--- src/verilog/asw_regs.svh ---
// Constants for the sample output and serial write block
`ifndef ASW_REGS_SVH
`define ASW_REGS_SVH

// Conversion word and pin serializer
`define ASW_SAMPLE_BITS   16
`define ASW_PAIR_COUNT    4'h8
`define ASW_PAIR_LAST     4'h7
`define ASW_PIPE_LATENCY  5'h04
`define ASW_FIFO_DEPTH    16

// Serial write frame layout
`define ASW_FRAME_EDGES   5'h10
`define ASW_ADDR_MSB      10
`define ASW_ADDR_LSB      8
`define ASW_DATA_MSB      7
`define ASW_DATA_LSB      0

// Register file
`define ASW_NUM_REGS      3'h6
`define ASW_RESET_BIT     7
`define ASW_POWER_BIT     0
`define ASW_CLKMODE_BIT   1
`define ASW_CDS_BIT       4
`define ASW_INIT_SETUP    8'h00
`define ASW_INIT_OFFSET   8'h80
`define ASW_INIT_OTHER    8'h00

`endif

--- src/verilog/asw_pkg.sv ---
// Types shared by the sample output and serial write block
`default_nettype none
package asw_pkg;
   typedef enum logic [0:0] {
      ASW_SER_IDLE  = 1'b0,
      ASW_SER_SHIFT = 1'b1
   } asw_ser_state_t;

   typedef logic [7:0] asw_byte_t;
endpackage
`default_nettype wire

--- src/verilog/asw_fifo.sv ---
// Sample FIFO with registered head word
`timescale 1ns/100ps
`default_nettype none
module asw_fifo #(
   parameter int WIDTH = 16,
   parameter int DEPTH = 16
) (
   // Clock and reset
   input  wire logic             clk_in,
   input  wire logic             rst_in,
   // Fill side
   input  wire logic             in_valid_in,
   output logic                  in_ready_out,
   input  wire logic [WIDTH-1:0] in_data_in,
   // Drain side
   output logic                  out_valid_out,
   input  wire logic             out_ready_in,
   output logic      [WIDTH-1:0] out_data_out
);
   localparam int AW = $clog2(DEPTH);

   if (DEPTH < 2 || (DEPTH & (DEPTH - 1)) != 0) begin : g_bad_depth
      $error("asw_fifo depth must be a power of two of at least two");
   end

   logic [WIDTH-1:0] mem [DEPTH];
   logic [AW-1:0]    wr_ptr_reg;
   logic [AW-1:0]    rd_ptr_reg;
   logic [AW:0]      count_reg;
   logic [WIDTH-1:0] head_reg;
   logic             head_valid_reg;

   wire              push        = in_valid_in && in_ready_out;
   wire              pop         = out_ready_in && out_valid_out;
   wire [AW-1:0]     rd_ptr_next = pop ? rd_ptr_reg + 1'b1 : rd_ptr_reg;
   wire [AW:0]       count_next  = count_reg + {{AW{1'b0}}, push} - {{AW{1'b0}}, pop};
   // A word written into the slot being read lands one cycle late in the head
   wire              head_hazard = push && (wr_ptr_reg == rd_ptr_next);

   assign in_ready_out  = (count_reg != DEPTH[AW:0]);
   assign out_valid_out = head_valid_reg;
   assign out_data_out  = head_reg;

   always_ff @(posedge clk_in) begin
      if (push) begin
         mem[wr_ptr_reg] <= in_data_in;
      end
      head_reg <= mem[rd_ptr_next];
   end

   always_ff @(posedge clk_in) begin
      if (rst_in) begin
         wr_ptr_reg     <= '0;
         rd_ptr_reg     <= '0;
         count_reg      <= '0;
         head_valid_reg <= 1'b0;
      end else begin
         wr_ptr_reg     <= push ? wr_ptr_reg + 1'b1 : wr_ptr_reg;
         rd_ptr_reg     <= rd_ptr_next;
         count_reg      <= count_next;
         head_valid_reg <= (count_next != '0) && !head_hazard;
      end
   end
endmodule
`default_nettype wire

--- src/verilog/asw_core.sv ---
// Sample output serializer and shared-pin serial register write
// Operation
// Host repeats sample pulse every 8/4 clocks
// Sample appears after four pulse periods
// Enable low releases pins as serial inputs
// Serial bit taken on shift clock rise
// Frame: five zeros, address, data, MSB first
// Host gives at least sixteen clock rises
// Only last sixteen captured bits count
// Pins change on clock rising edges
// Reset bit zero holds other registers
// Commit frame and resume at enable rise
// Decode address, drop unimplemented locations
`timescale 1ns/100ps
`default_nettype none
`include "asw_regs.svh"
module asw_core
   import asw_pkg::*;
#(
   parameter int FIFO_DEPTH = `ASW_FIFO_DEPTH
) (
   // Clock and reset
   input  wire logic        clk_in,
   input  wire logic        rst_in,
   input  wire logic        hard_reset_n_in,
   // Sampling pulse and converter result
   input  wire logic        pixel_sample_pulse_in,
   input  wire logic [15:0] conv_data_in,
   output logic             conv_ready_out,
   // Shared result / serial pins
   input  wire logic        serial_write_enable_n_in,
   input  wire logic        result_pin_lo_in,
   output logic             result_pin_lo_out,
   output logic             result_pin_lo_oe_out,
   input  wire logic        result_pin_hi_in,
   output logic             result_pin_hi_out,
   output logic             result_pin_hi_oe_out,
   // Register contents
   output logic [7:0]       setup_word_out,
   output logic [7:0]       offset_word_out,
   output logic [7:0]       gain_word_out,
   output logic [7:0]       shd_word_out,
   output logic [7:0]       test_a_word_out,
   output logic [7:0]       test_b_word_out,
   output logic             correlated_double_sampling_mode_out
);
   if (FIFO_DEPTH < `ASW_PIPE_LATENCY + 1) begin : g_bad_depth
      $error("asw_core FIFO depth must exceed the pipeline latency");
   end

   // Pin synchronisers: stage 1 is read only by stage 2
   logic [1:0] pulse_sync_reg;
   logic [1:0] en_sync_reg;
   logic [1:0] sclk_sync_reg;
   logic [1:0] sdat_sync_reg;
   logic [1:0] hrst_sync_reg;
   logic       pulse_last_reg;
   logic       sclk_last_reg;
   logic       en_last_reg;

   always_ff @(posedge clk_in) begin
      if (rst_in) begin
         pulse_sync_reg <= 2'h0;
         en_sync_reg    <= 2'h3;
         sclk_sync_reg  <= 2'h0;
         sdat_sync_reg  <= 2'h0;
         hrst_sync_reg  <= 2'h3;
         pulse_last_reg <= 1'b0;
         sclk_last_reg  <= 1'b0;
         en_last_reg    <= 1'b1;
      end else begin
         pulse_sync_reg <= {pulse_sync_reg[0], pixel_sample_pulse_in};
         en_sync_reg    <= {en_sync_reg[0], serial_write_enable_n_in};
         sclk_sync_reg  <= {sclk_sync_reg[0], result_pin_lo_in};
         sdat_sync_reg  <= {sdat_sync_reg[0], result_pin_hi_in};
         hrst_sync_reg  <= {hrst_sync_reg[0], hard_reset_n_in};
         pulse_last_reg <= pulse_sync_reg[1];
         sclk_last_reg  <= sclk_sync_reg[1];
         en_last_reg    <= en_sync_reg[1];
      end
   end

   wire en_n_s     = en_sync_reg[1];
   wire sdat_s     = sdat_sync_reg[1];
   wire pulse_rise = pulse_sync_reg[1] && !pulse_last_reg;
   wire sclk_rise  = sclk_sync_reg[1] && !sclk_last_reg && !en_n_s;
   wire commit_ev  = en_n_s && !en_last_reg;
   wire reg_rst    = rst_in || !hrst_sync_reg[1];

   // Serial frame capture
   logic [15:0] frame_reg;
   logic [4:0]  edge_cnt_reg;
   logic [2:0]  frame_addr;
   asw_byte_t   frame_data;

   assign frame_addr = frame_reg[`ASW_ADDR_MSB:`ASW_ADDR_LSB];
   assign frame_data = frame_reg[`ASW_DATA_MSB:`ASW_DATA_LSB];

   always_ff @(posedge clk_in) begin
      if (rst_in) begin
         frame_reg    <= 16'h0000;
         edge_cnt_reg <= 5'h00;
      end else if (sclk_rise) begin
         // Older bits fall off the top, so the last sixteen edges win
         frame_reg    <= {frame_reg[14:0], sdat_s};
         edge_cnt_reg <= (edge_cnt_reg == `ASW_FRAME_EDGES) ? edge_cnt_reg
                                                             : edge_cnt_reg + 5'h01;
      end else if (en_n_s) begin
         edge_cnt_reg <= 5'h00;
      end
   end

   // A short frame has no defined content, so it is dropped
   wire frame_ok = commit_ev && (edge_cnt_reg == `ASW_FRAME_EDGES);
   wire addr_ok  = frame_addr < `ASW_NUM_REGS;
   wire do_write = frame_ok && addr_ok;

   // Register file
   asw_byte_t regs_reg [6];
   wire       released = regs_reg[0][`ASW_RESET_BIT];

   function automatic asw_byte_t reg_init(input int idx);
      reg_init = (idx == 0) ? `ASW_INIT_SETUP : (idx == 1) ? `ASW_INIT_OFFSET : `ASW_INIT_OTHER;
   endfunction

   always_ff @(posedge clk_in) begin
      if (reg_rst) begin
         for (int i = 0; i < 6; i++) begin
            regs_reg[i] <= reg_init(i);
         end
      end else begin
         if (do_write && frame_addr == 3'h0) begin
            // Only the reset bit is writable while the bank is held
            regs_reg[0] <= released ? frame_data
                                    : {frame_data[`ASW_RESET_BIT], regs_reg[0][6:0]};
         end
         for (int i = 1; i < 6; i++) begin
            if (!released) begin
               regs_reg[i] <= reg_init(i);
            end else if (do_write && frame_addr == 3'(i)) begin
               regs_reg[i] <= frame_data;
            end
         end
      end
   end

   assign setup_word_out   = regs_reg[0];
   assign offset_word_out  = regs_reg[1];
   assign gain_word_out    = regs_reg[2];
   assign shd_word_out     = regs_reg[3];
   assign test_a_word_out  = regs_reg[4];
   assign test_b_word_out  = regs_reg[5];
   assign correlated_double_sampling_mode_out = regs_reg[0][`ASW_CDS_BIT];

   // Conversion pipeline: samples queue until four pulses later
   wire        running = regs_reg[0][`ASW_POWER_BIT];
   wire        fifo_in_ready;
   wire        fifo_out_valid;
   wire [15:0] fifo_out_data;
   logic [4:0] pend_reg;
   wire        push = pulse_rise && running && fifo_in_ready;
   // Serializer stalls while the pins are lent to the serial port
   wire        pop  = pulse_rise && running && en_n_s && fifo_out_valid
                      && (pend_reg == `ASW_PIPE_LATENCY);

   // Registered, so it lags the buffer fill by one cycle
   logic       conv_ready_reg;

   always_ff @(posedge clk_in) begin
      if (rst_in) begin
         conv_ready_reg <= 1'b0;
      end else begin
         conv_ready_reg <= fifo_in_ready;
      end
   end

   assign conv_ready_out = conv_ready_reg;

   asw_fifo #(
      .WIDTH (`ASW_SAMPLE_BITS),
      .DEPTH (FIFO_DEPTH)
   ) u_fifo (
      .clk_in        (clk_in),
      // Power-down empties the buffer together with the pending count
      .rst_in        (rst_in || !running),
      .in_valid_in   (pulse_rise && running),
      .in_ready_out  (fifo_in_ready),
      .in_data_in    (conv_data_in),
      .out_valid_out (fifo_out_valid),
      .out_ready_in  (pop),
      .out_data_out  (fifo_out_data)
   );

   always_ff @(posedge clk_in) begin
      if (rst_in || !running) begin
         pend_reg <= 5'h00;
      end else begin
         pend_reg <= pend_reg + {4'h0, push} - {4'h0, pop};
      end
   end

   // Pair serializer, one pair per rising clock edge
   asw_ser_state_t state_reg;
   logic [15:0]    word_reg;
   logic [3:0]     pair_reg;
   logic           lo_reg;
   logic           hi_reg;
   logic           oe_reg;

   always_ff @(posedge clk_in) begin
      if (rst_in) begin
         state_reg <= ASW_SER_IDLE;
         word_reg  <= 16'h0000;
         pair_reg  <= 4'h0;
         lo_reg    <= 1'b0;
         hi_reg    <= 1'b0;
         oe_reg    <= 1'b0;
      end else begin
         oe_reg <= en_n_s;
         // The last pair leaves on the same edge that may load the next word
         if (state_reg == ASW_SER_SHIFT) begin
            hi_reg <= word_reg[15];
            lo_reg <= word_reg[14];
         end
         if (pop) begin
            state_reg <= ASW_SER_SHIFT;
            word_reg  <= fifo_out_data;
            pair_reg  <= 4'h0;
         end else begin
            case (state_reg)
               ASW_SER_IDLE: begin
                  pair_reg <= 4'h0;
               end
               ASW_SER_SHIFT: begin
                  word_reg <= {word_reg[13:0], 2'h0};
                  pair_reg <= pair_reg + 4'h1;
                  if (pair_reg == `ASW_PAIR_LAST || !en_n_s) begin
                     state_reg <= ASW_SER_IDLE;
                  end
               end
               default: begin
                  state_reg <= ASW_SER_IDLE;
               end
            endcase
         end
      end
   end

   assign result_pin_lo_out    = lo_reg;
   assign result_pin_hi_out    = hi_reg;
   assign result_pin_lo_oe_out = oe_reg;
   assign result_pin_hi_oe_out = oe_reg;

   // Checks
   chk_pins_release: assert property (@(posedge clk_in) disable iff (rst_in)
      !en_n_s |=> !result_pin_lo_oe_out && !result_pin_hi_oe_out)
      else $error("pins still driven during serial write");

   chk_pins_resume: assert property (@(posedge clk_in) disable iff (rst_in)
      commit_ev |=> result_pin_lo_oe_out && result_pin_hi_oe_out)
      else $error("pins not driven again after serial write");

   chk_pipe_latency: assert property (@(posedge clk_in) disable iff (rst_in)
      pulse_rise && running && en_n_s && pend_reg == `ASW_PIPE_LATENCY |-> pop)
      else $error("sample left the pipeline at wrong depth");

   chk_bit_capture: assert property (@(posedge clk_in) disable iff (rst_in)
      sclk_rise |=> frame_reg[0] == $past(sdat_s) && frame_reg[15:1] == $past(frame_reg[14:0]))
      else $error("serial bit not captured on clock rise");

   chk_last_sixteen: assert property (@(posedge clk_in) disable iff (rst_in)
      edge_cnt_reg <= `ASW_FRAME_EDGES)
      else $error("edge count passed frame length");

   chk_pair_order: assert property (@(posedge clk_in) disable iff (rst_in)
      pop ##1 (state_reg == ASW_SER_SHIFT && !pop)
      |=> result_pin_hi_out == $past(word_reg[15]) && result_pin_lo_out == $past(word_reg[14]))
      else $error("pair sent out of order");

   chk_reset_hold: assert property (@(posedge clk_in) disable iff (reg_rst)
      !released |=> regs_reg[1] == `ASW_INIT_OFFSET && regs_reg[2] == `ASW_INIT_OTHER)
      else $error("register changed while bank held in reset");

   chk_commit_write: assert property (@(posedge clk_in) disable iff (reg_rst)
      do_write && frame_addr == 3'h1 && released |=> offset_word_out == $past(frame_data))
      else $error("addressed register not written");

   chk_bad_addr: assert property (@(posedge clk_in) disable iff (reg_rst)
      frame_ok && !addr_ok && released |=> $stable(offset_word_out) && $stable(gain_word_out))
      else $error("write to unimplemented location landed");
endmodule
`default_nettype wire

--- config.mk ---
export PLATFORM = sky130hd
export DESIGN_NAME = asw_core
export DESIGN_NICKNAME = d
export VERILOG_FILES = /design/src/verilog/asw_pkg.sv /design/src/verilog/asw_fifo.sv /design/src/verilog/asw_core.sv
export VERILOG_INCLUDE_DIRS = /design/src /design/src/verilog
export SDC_FILE = /design/constraint.sdc
export NUM_CORES = 1
export LEC_CHECK = 0
export BUFFER_PORTS_ARGS = -buffer_cell sky130_fd_sc_hd__buf_2
export CAP_MARGIN = 10
export CORE_UTILIZATION = 66
export CTS_CLUSTER_DIAMETER = 60
export DETAILED_ROUTE_END_ITERATION = 10
export PLACE_DENSITY = 0.91
export SLEW_MARGIN = 0
export SYNTH_ARGS = -nofsm -noshare
export SYNTH_HDL_FRONTEND = slang
export SYNTH_SLANG_ARGS = --single-unit
--- constraint.sdc ---
create_clock -name clk_in -period 5.55 [get_ports clk_in]
set_clock_uncertainty 0.05 [all_clocks]
set_input_delay 0.8325 -clock clk_in [delete_from_list [all_inputs] [get_ports clk_in]]
set_output_delay 0.8325 -clock clk_in [all_outputs]
set_load 0.01 [all_outputs]
### After elaboration in Yosys (flattened, before gate mapping)

Memories as Yosys holds them, arrays and structs flattened. A register that Yosys moved wholly into a read port is not among the register bits.
Index checks and enable logic that the tools add are counted.

* memory bits (writable): 304
* output and inout bits: 54
* input bits: 23
* bits in registers: 73
* memories kept: 2
* logic and storage cells: 144

Memories
* u_fifo.mem: depth 16, bits a word 16, read ports 1, clocked after memory_dff 1, wr ports 1, RTL line asw_fifo.sv:26 `logic [WIDTH-1:0] mem [DEPTH];`
* regs_reg: depth 6, bits a word 8, read ports 6, clocked after memory_dff 0, wr ports 6, RTL line asw_core.sv:119 `asw_byte_t regs_reg [6];`

* muxes and demuxes: 52
* eq/ne operators: 11
* add/subtract/negate cells: 8
* order comparisons: 1
* bitwise logic cells: 12
* reduce and logical (&&, ||, !) cells: 36

Operator list (number)
* $mux W8: 11
* $mux W1: 33
* $mux W16: 2
* $logic_and A1 B1 Y1: 20
* $mux W5: 3
* $add A4 B1 Y4 const B: 3
* $or A1 B1 Y1: 11
* $add A5 B1 Y5: 2
* $sub A5 B1 Y5: 2
* $pmux W4 S2: 1
* $logic_not A1 Y1: 7
* $mux W7: 1
* $eq A3 B2 Y1 const B: 2
* $eq A3 B3 Y1 const B: 2
* $add A5 B1 Y5 const B: 1
* $eq A5 B3 Y1 const B: 1
* $eq A5 B5 Y1 const B: 1
* $ne A5 B5 Y1 const B: 1
* $reduce_bool A5 Y1: 1
* $eq A4 B3 Y1 const B: 1
* $eq A4 B4 Y1: 1
* $mux W4: 1
* $reduce_bool A2 Y1: 2
* $eq A3 B1 Y1 const B: 1
* 7 further kinds: 9

### Longest topological paths before layout

* word-level depth: 12
* mapped depth: 16
* gate-level depth less buffers: 15

### Cells and area by module

A second synthesis with hierarchy kept.

* cell total of the unflattened synthesis: 1441
* area total of the unflattened synthesis: 17556.8 um2

Modules (own cells, without submodules)
* asw_fifo: times used 1, cells an instance 1047, seq. area each 8287.9 um2, area each 13105.1 um2
* asw_core: times used 1, cells an instance 394, seq. area each 2622.5 um2, area each 4451.8 um2

### Worst setup path before layout

No wires, ideal clock.

* path kind: register -> register
* start point: reg pend_reg[3]
* end point: reg u_fifo.head_valid_reg, in the netlist u_fifo.out_valid_out
* cell stages (with the launch flop): 17
* data required time: 5.378 ns
* path slack: 2.451 ns
* arrival: 2.927 ns
* path buffers: 1
* library setup time: 0.122 ns
* path through: dfxtp_1 -> inv_1 -> ha_1 -> nor4b_4 -> nand3_4 -> inv_4 -> clkbuf_1 -> ha_1 -> inv_1 -> ha_1 -> fa_1 -> a21oi_1 -> nor2_1 -> nor2_1 -> xnor2_1 -> nor2_1 -> o32a_1

* word-level cells in the longest chain between the ends: 8
* elaborated cells on any way between the ends: 10
* those cells by class: add/sub (1); eq/ne (2); mux (1); reduce/logical (6)

Ends and longest elaborated chain
* start: declaration: RTL line asw_core.sv:160 `logic [4:0] pend_reg;`
* start signal: assignment: RTL line asw_core.sv:198 `pend_reg <= pend_reg + {4'h0, push} - {4'h0, pop};`
* $eq A5 B3 Y1 (no line) (*)
* $logic_and A1 B1 Y1 (*): RTL line asw_core.sv:163 `wire pop = pulse_rise && running && en_n_s && fifo_out_valid`
* $logic_and A1 B1 Y1 (*): RTL line asw_fifo.sv:34 `wire pop = out_ready_in && out_valid_out;`
* branches (longest 4 deep; another with $sub A5 B1 Y5)
* $logic_and A1 B1 Y1 (*): RTL line asw_fifo.sv:61 `head_valid_reg <= (count_next != '0) && !head_hazard;`
* end signal: assignment: RTL line asw_fifo.sv:61
* end: declaration: RTL line asw_fifo.sv:31 `logic head_valid_reg;`

Every way passes the cells marked *.
A chain may end at the register's enable or synchronous reset.

### Worst setup path in the final report

* start point: reg u_fifo.rd_ptr_reg[0]
* end point: reg u_fifo.head_reg[1], in the netlist u_fifo.out_data_out[1] (read register of u_fifo.mem)

* word-level cells in the longest chain between the ends: 2

Ends and longest elaborated chain
* start: declaration: RTL line asw_fifo.sv:28 `logic [AW-1:0] rd_ptr_reg;`
* start signal: assignment: RTL line asw_fifo.sv:59 `rd_ptr_reg <= rd_ptr_next;`
* $add A4 B1 Y4: RTL line asw_fifo.sv:35 `wire [AW-1:0] rd_ptr_next = pop ? rd_ptr_reg + 1'b1 : rd_ptr_reg;`
* $mux W4 (*): RTL line asw_fifo.sv:35
* end: declaration: RTL line asw_fifo.sv:30 `logic [WIDTH-1:0] head_reg;`

Every way passes the cells marked *; elsewhere a longest branch is shown, timed or not.

==> metrics.txt <==
number of buffers inserted by post-CTS setup repair 0; Tot GR Track Use around 33%; Synth Instances 1281; combinational family with the most area after synthesis multiplexers; dominant synthesized flop cell sky130_fd_sc_hd__edfxtp_1; Post-DRT Antenna Nets 0; share of flip-flops with an asynchronous set or reset 0%; shortest clock period the worst path allows after layout 3960 ps; number of synthesized flops with an enable pin ~300; number of resized instances in the post-cts repair step 0; Top Family by Delay on Critical Path simple AND/OR/NAND/NOR gates; cell breakdown of the critical path ha_2, nor4bb_1, nand3_2, buf_4, nor2_1, buf_4, a22o_1, o22ai_1, a32o_1; Die H approximately 160 um; Hold Vio Cnt, Final 0; CP required 5920 ps; number of buffer and inverter instances along the worst setup path 2; max-slew headroom at the worst pin 16.7%; number of warnings printed during yosys synthesis 0; crit end category flop; unrepaired setup endpoints after global routing no; number of max-capacitance violations reported 0; TritonCTS clock tree done; worst ir drop on vdd 487 uV; estimated wirelength of the detail-placed design 25300 um; initial core utilization 66.9%; final antenna diode count 0; count of nets after finishing around 1400; first-pass GRT wire length 66100 um; Horiz. Die Dim 164 um; clock-pin slew of the registers on the worst-case setup and hold paths roughly 60 ps; Crit path top cell by count sky130_fd_sc_hd__buf_4; area added between synthesis and finish 11.5%; largest net degree at the start of global routing between 60 and 70; max-slew violation count 0; Worst Setup Path Type reg2reg; worst setup slack after placement 1720 ps; Max Buffers Root-to-Sink 3; finished layout cell area just under 20000 um2; number of I/O pins 77; Tightest Hold Check Type reg2reg; run status complete, no violations; crit path setup slack, layout 1590 ps; Remaining Overflow, GRT 0; setup TNS 0 ps; detailed-route wire length 43700 um; Yosys reg bits about 400; net count after synthesis 1325; max FFs per register roughly 260; most common library cell in the layout ignoring fill and taps sky130_fd_sc_hd__edfxtp_1; post-synthesis adder-cell area fraction 1.60%; post-route DRC violation count 0; xor and xnor area share after synthesis 1.30%; initial DRC count 1735; post-route clock period utilization 71.4%; number of global-route vias before repair 11800; number of clock sinks seen by CTS 393; critical-path maximum fanout 42; leakage power summed over all cells 6.47 nW; cell area after synthesis 17400 um2; compound-gate portion of the synthesized area approximately 6.9%; number of fillers in the final layout 1439; Inserted Clock Buffers 40; basic-gate share of the synthesized area counting and, or, nand and nor cells 11.5%; drt pass-1 iters 5; mux cell area share after synthesis 13.2%; weighted congestion at the end of routability-driven global placement 0.861; Site Rows just under 60; endpoints failing setup 0; clock latency on the worst-skew pair 540 ps; tightest hold margin 358 ps; count of port buffers added during placement 76; area of the core 26000 um2; detail-routed via count per cell 7.00; CP max stage delay 740 ps; hold buffer count at cts 0; placed cell area 18100 um2; Power Dens Cells 308 nW/um2; Routed WL per cell 25.6 um; pin slew with the least headroom to its limit 1250 ps; number of antenna violations at the first check in global routing 2; CTS Root Cell sky130_fd_sc_hd__clkbuf_16; Worst EP arrival 4330 ps; total via count in the routed design 12000; portion of the post-synthesis area used by sequential elements 62.7%; fraction of layout cells with a size suffix above 1 between 20% and 30%; H-tree level count 2; Avg Inst Size Synth approximately 14 um2; startpoint type of the worst setup path flop; master of the slowest instance on the critical path sky130_fd_sc_hd__ha_2; synth unique cells 57; full die area 27000 um2; highest achievable clock rate approximately 250 MHz; commonest cells after routing, fill and taps aside sky130_fd_sc_hd__edfxtp_1 (304), sky130_fd_sc_hd__nand2_1 (127), sky130_fd_sc_hd__dfxtp_1 (87)
-- Yosys cell counts (3+ instances only) --
library cell | instances | share of area, %
sky130_fd_sc_hd__a21oi_1 | 26 | 0.75
sky130_fd_sc_hd__mux2i_1 | 51 | 2.9
sky130_fd_sc_hd__buf_1 | 6 | 0.13
sky130_fd_sc_hd__nor4_1 | 14 | 0.50
sky130_fd_sc_hd__buf_4 | 5 | 0.22
sky130_fd_sc_hd__xor2_1 | 11 | 0.55
sky130_fd_sc_hd__a32o_1 | 14 | 0.81
sky130_fd_sc_hd__nand4_1 | 5 | 0.18
sky130_fd_sc_hd__o21ai_0 | 25 | 0.72
sky130_fd_sc_hd__a22o_1 | 13 | 0.65
sky130_fd_sc_hd__edfxtp_1 | 304 | 52
sky130_fd_sc_hd__and2_1 | 52 | 1.9
sky130_fd_sc_hd__mux2_2 | 35 | 2.3
sky130_fd_sc_hd__a21o_1 | 3 | 0.13
sky130_fd_sc_hd__nand2_1 | 127 | 2.7
sky130_fd_sc_hd__inv_1 | 19 | 0.41
sky130_fd_sc_hd__nand3b_1 | 5 | 0.22
sky130_fd_sc_hd__nor2b_1 | 16 | 0.58
sky130_fd_sc_hd__dfxtp_1 | 89 | 10
sky130_fd_sc_hd__mux4_2 | 62 | 8.0
sky130_fd_sc_hd__buf_2 | 32 | 0.92
sky130_fd_sc_hd__or2_2 | 6 | 0.22
sky130_fd_sc_hd__nand3_1 | 23 | 0.66
sky130_fd_sc_hd__nand2b_1 | 11 | 0.40
sky130_fd_sc_hd__o211ai_1 | 17 | 0.73
sky130_fd_sc_hd__a211oi_1 | 20 | 0.86
sky130_fd_sc_hd__a221o_1 | 3 | 0.17
sky130_fd_sc_hd__nor3_1 | 53 | 1.5
sky130_fd_sc_hd__a31oi_1 | 14 | 0.50
sky130_fd_sc_hd__o22ai_1 | 30 | 1.1
sky130_fd_sc_hd__nor2_1 | 85 | 1.8
sky130_fd_sc_hd__xnor2_1 | 13 | 0.65
sky130_fd_sc_hd__ha_1 | 19 | 1.4
sky130_fd_sc_hd__clkbuf_1 | 42 | 0.91
-- layout make-up --
cell class              count  area (um2)  share of cell area (%)
well taps                 335         419                    2.16
clock inverters            20         191                   0.988
clock buffers              54        1140                    5.86
flip-flops and latches    393       10900                    56.3
repair buffers            104         591                    3.05
multi-input cells         779        6050                    31.2
inverters                  21        81.3                   0.420
-- metrics by stage --
| stage | total power, mW | utilization (%) | cells |
|---|---|---|---|
| global placement | 3.33 | 69.5 | 1632 |
| CTS | 5.97 | 74.6 | 1706 |
| detailed placement | 3.33 | 69.5 | 1632 |
| floorplan | 3.28 | - | 1281 |
| global route | 6.10 | 74.6 | 1706 |
| finish | 5.96 | 74.6 | 1706 |
-- cell families (layout without fill, tap and decap cells) --
| group | after synthesis | in the layout |
|---|---|---|
| mux | 148 | 148 |
| buf+inv | 109 | 199 |
| simple gates | 410 | 410 |
| xor+xnor | 25 | 25 |
| flops | 393 | 393 |
| compound gates | 175 | 175 |
| fa+ha+maj | 21 | 21 |
-- power by group --
group	internal, mW	switching, mW	total [mW]
logic	0.0231	0.0601	0.0832
registers	3.18	0.00887	3.19
clock network	1.58	1.11	2.69
-- worst reg2reg max path, cell delays in order (launching register included) --
cell and delay, ps:
sky130_fd_sc_hd__dfxtp_4 720, sky130_fd_sc_hd__ha_2 750, sky130_fd_sc_hd__nor4bb_1 590, sky130_fd_sc_hd__nand3_2 110, sky130_fd_sc_hd__buf_4 250, sky130_fd_sc_hd__nor2_1 560, sky130_fd_sc_hd__buf_4 320, sky130_fd_sc_hd__a22o_1 160
sky130_fd_sc_hd__o22ai_1 110, sky130_fd_sc_hd__a32o_1 250
-- worst paths after layout --
check                        from                      to  slack [ps]  depth (start not counted)
max          u_fifo.rd_ptr_reg[0]  u_fifo.out_data_out[1]        1590                          9
min                en_sync_reg[0]          en_sync_reg[1]         360                          1
max reg2reg  u_fifo.rd_ptr_reg[0]  u_fifo.out_data_out[1]        1590                          9
min reg2reg        en_sync_reg[0]          en_sync_reg[1]         360                          1
-- routing by layer --
layer | routed length, um | GRT usage, %
met2 | 20500 | 52.5
met5 | 16 | 0
met3 | 5390 | 7.32
met1 | 15200 | 42.5
met4 | 2610 | 19.0
(Power assumes the default switching activity.)
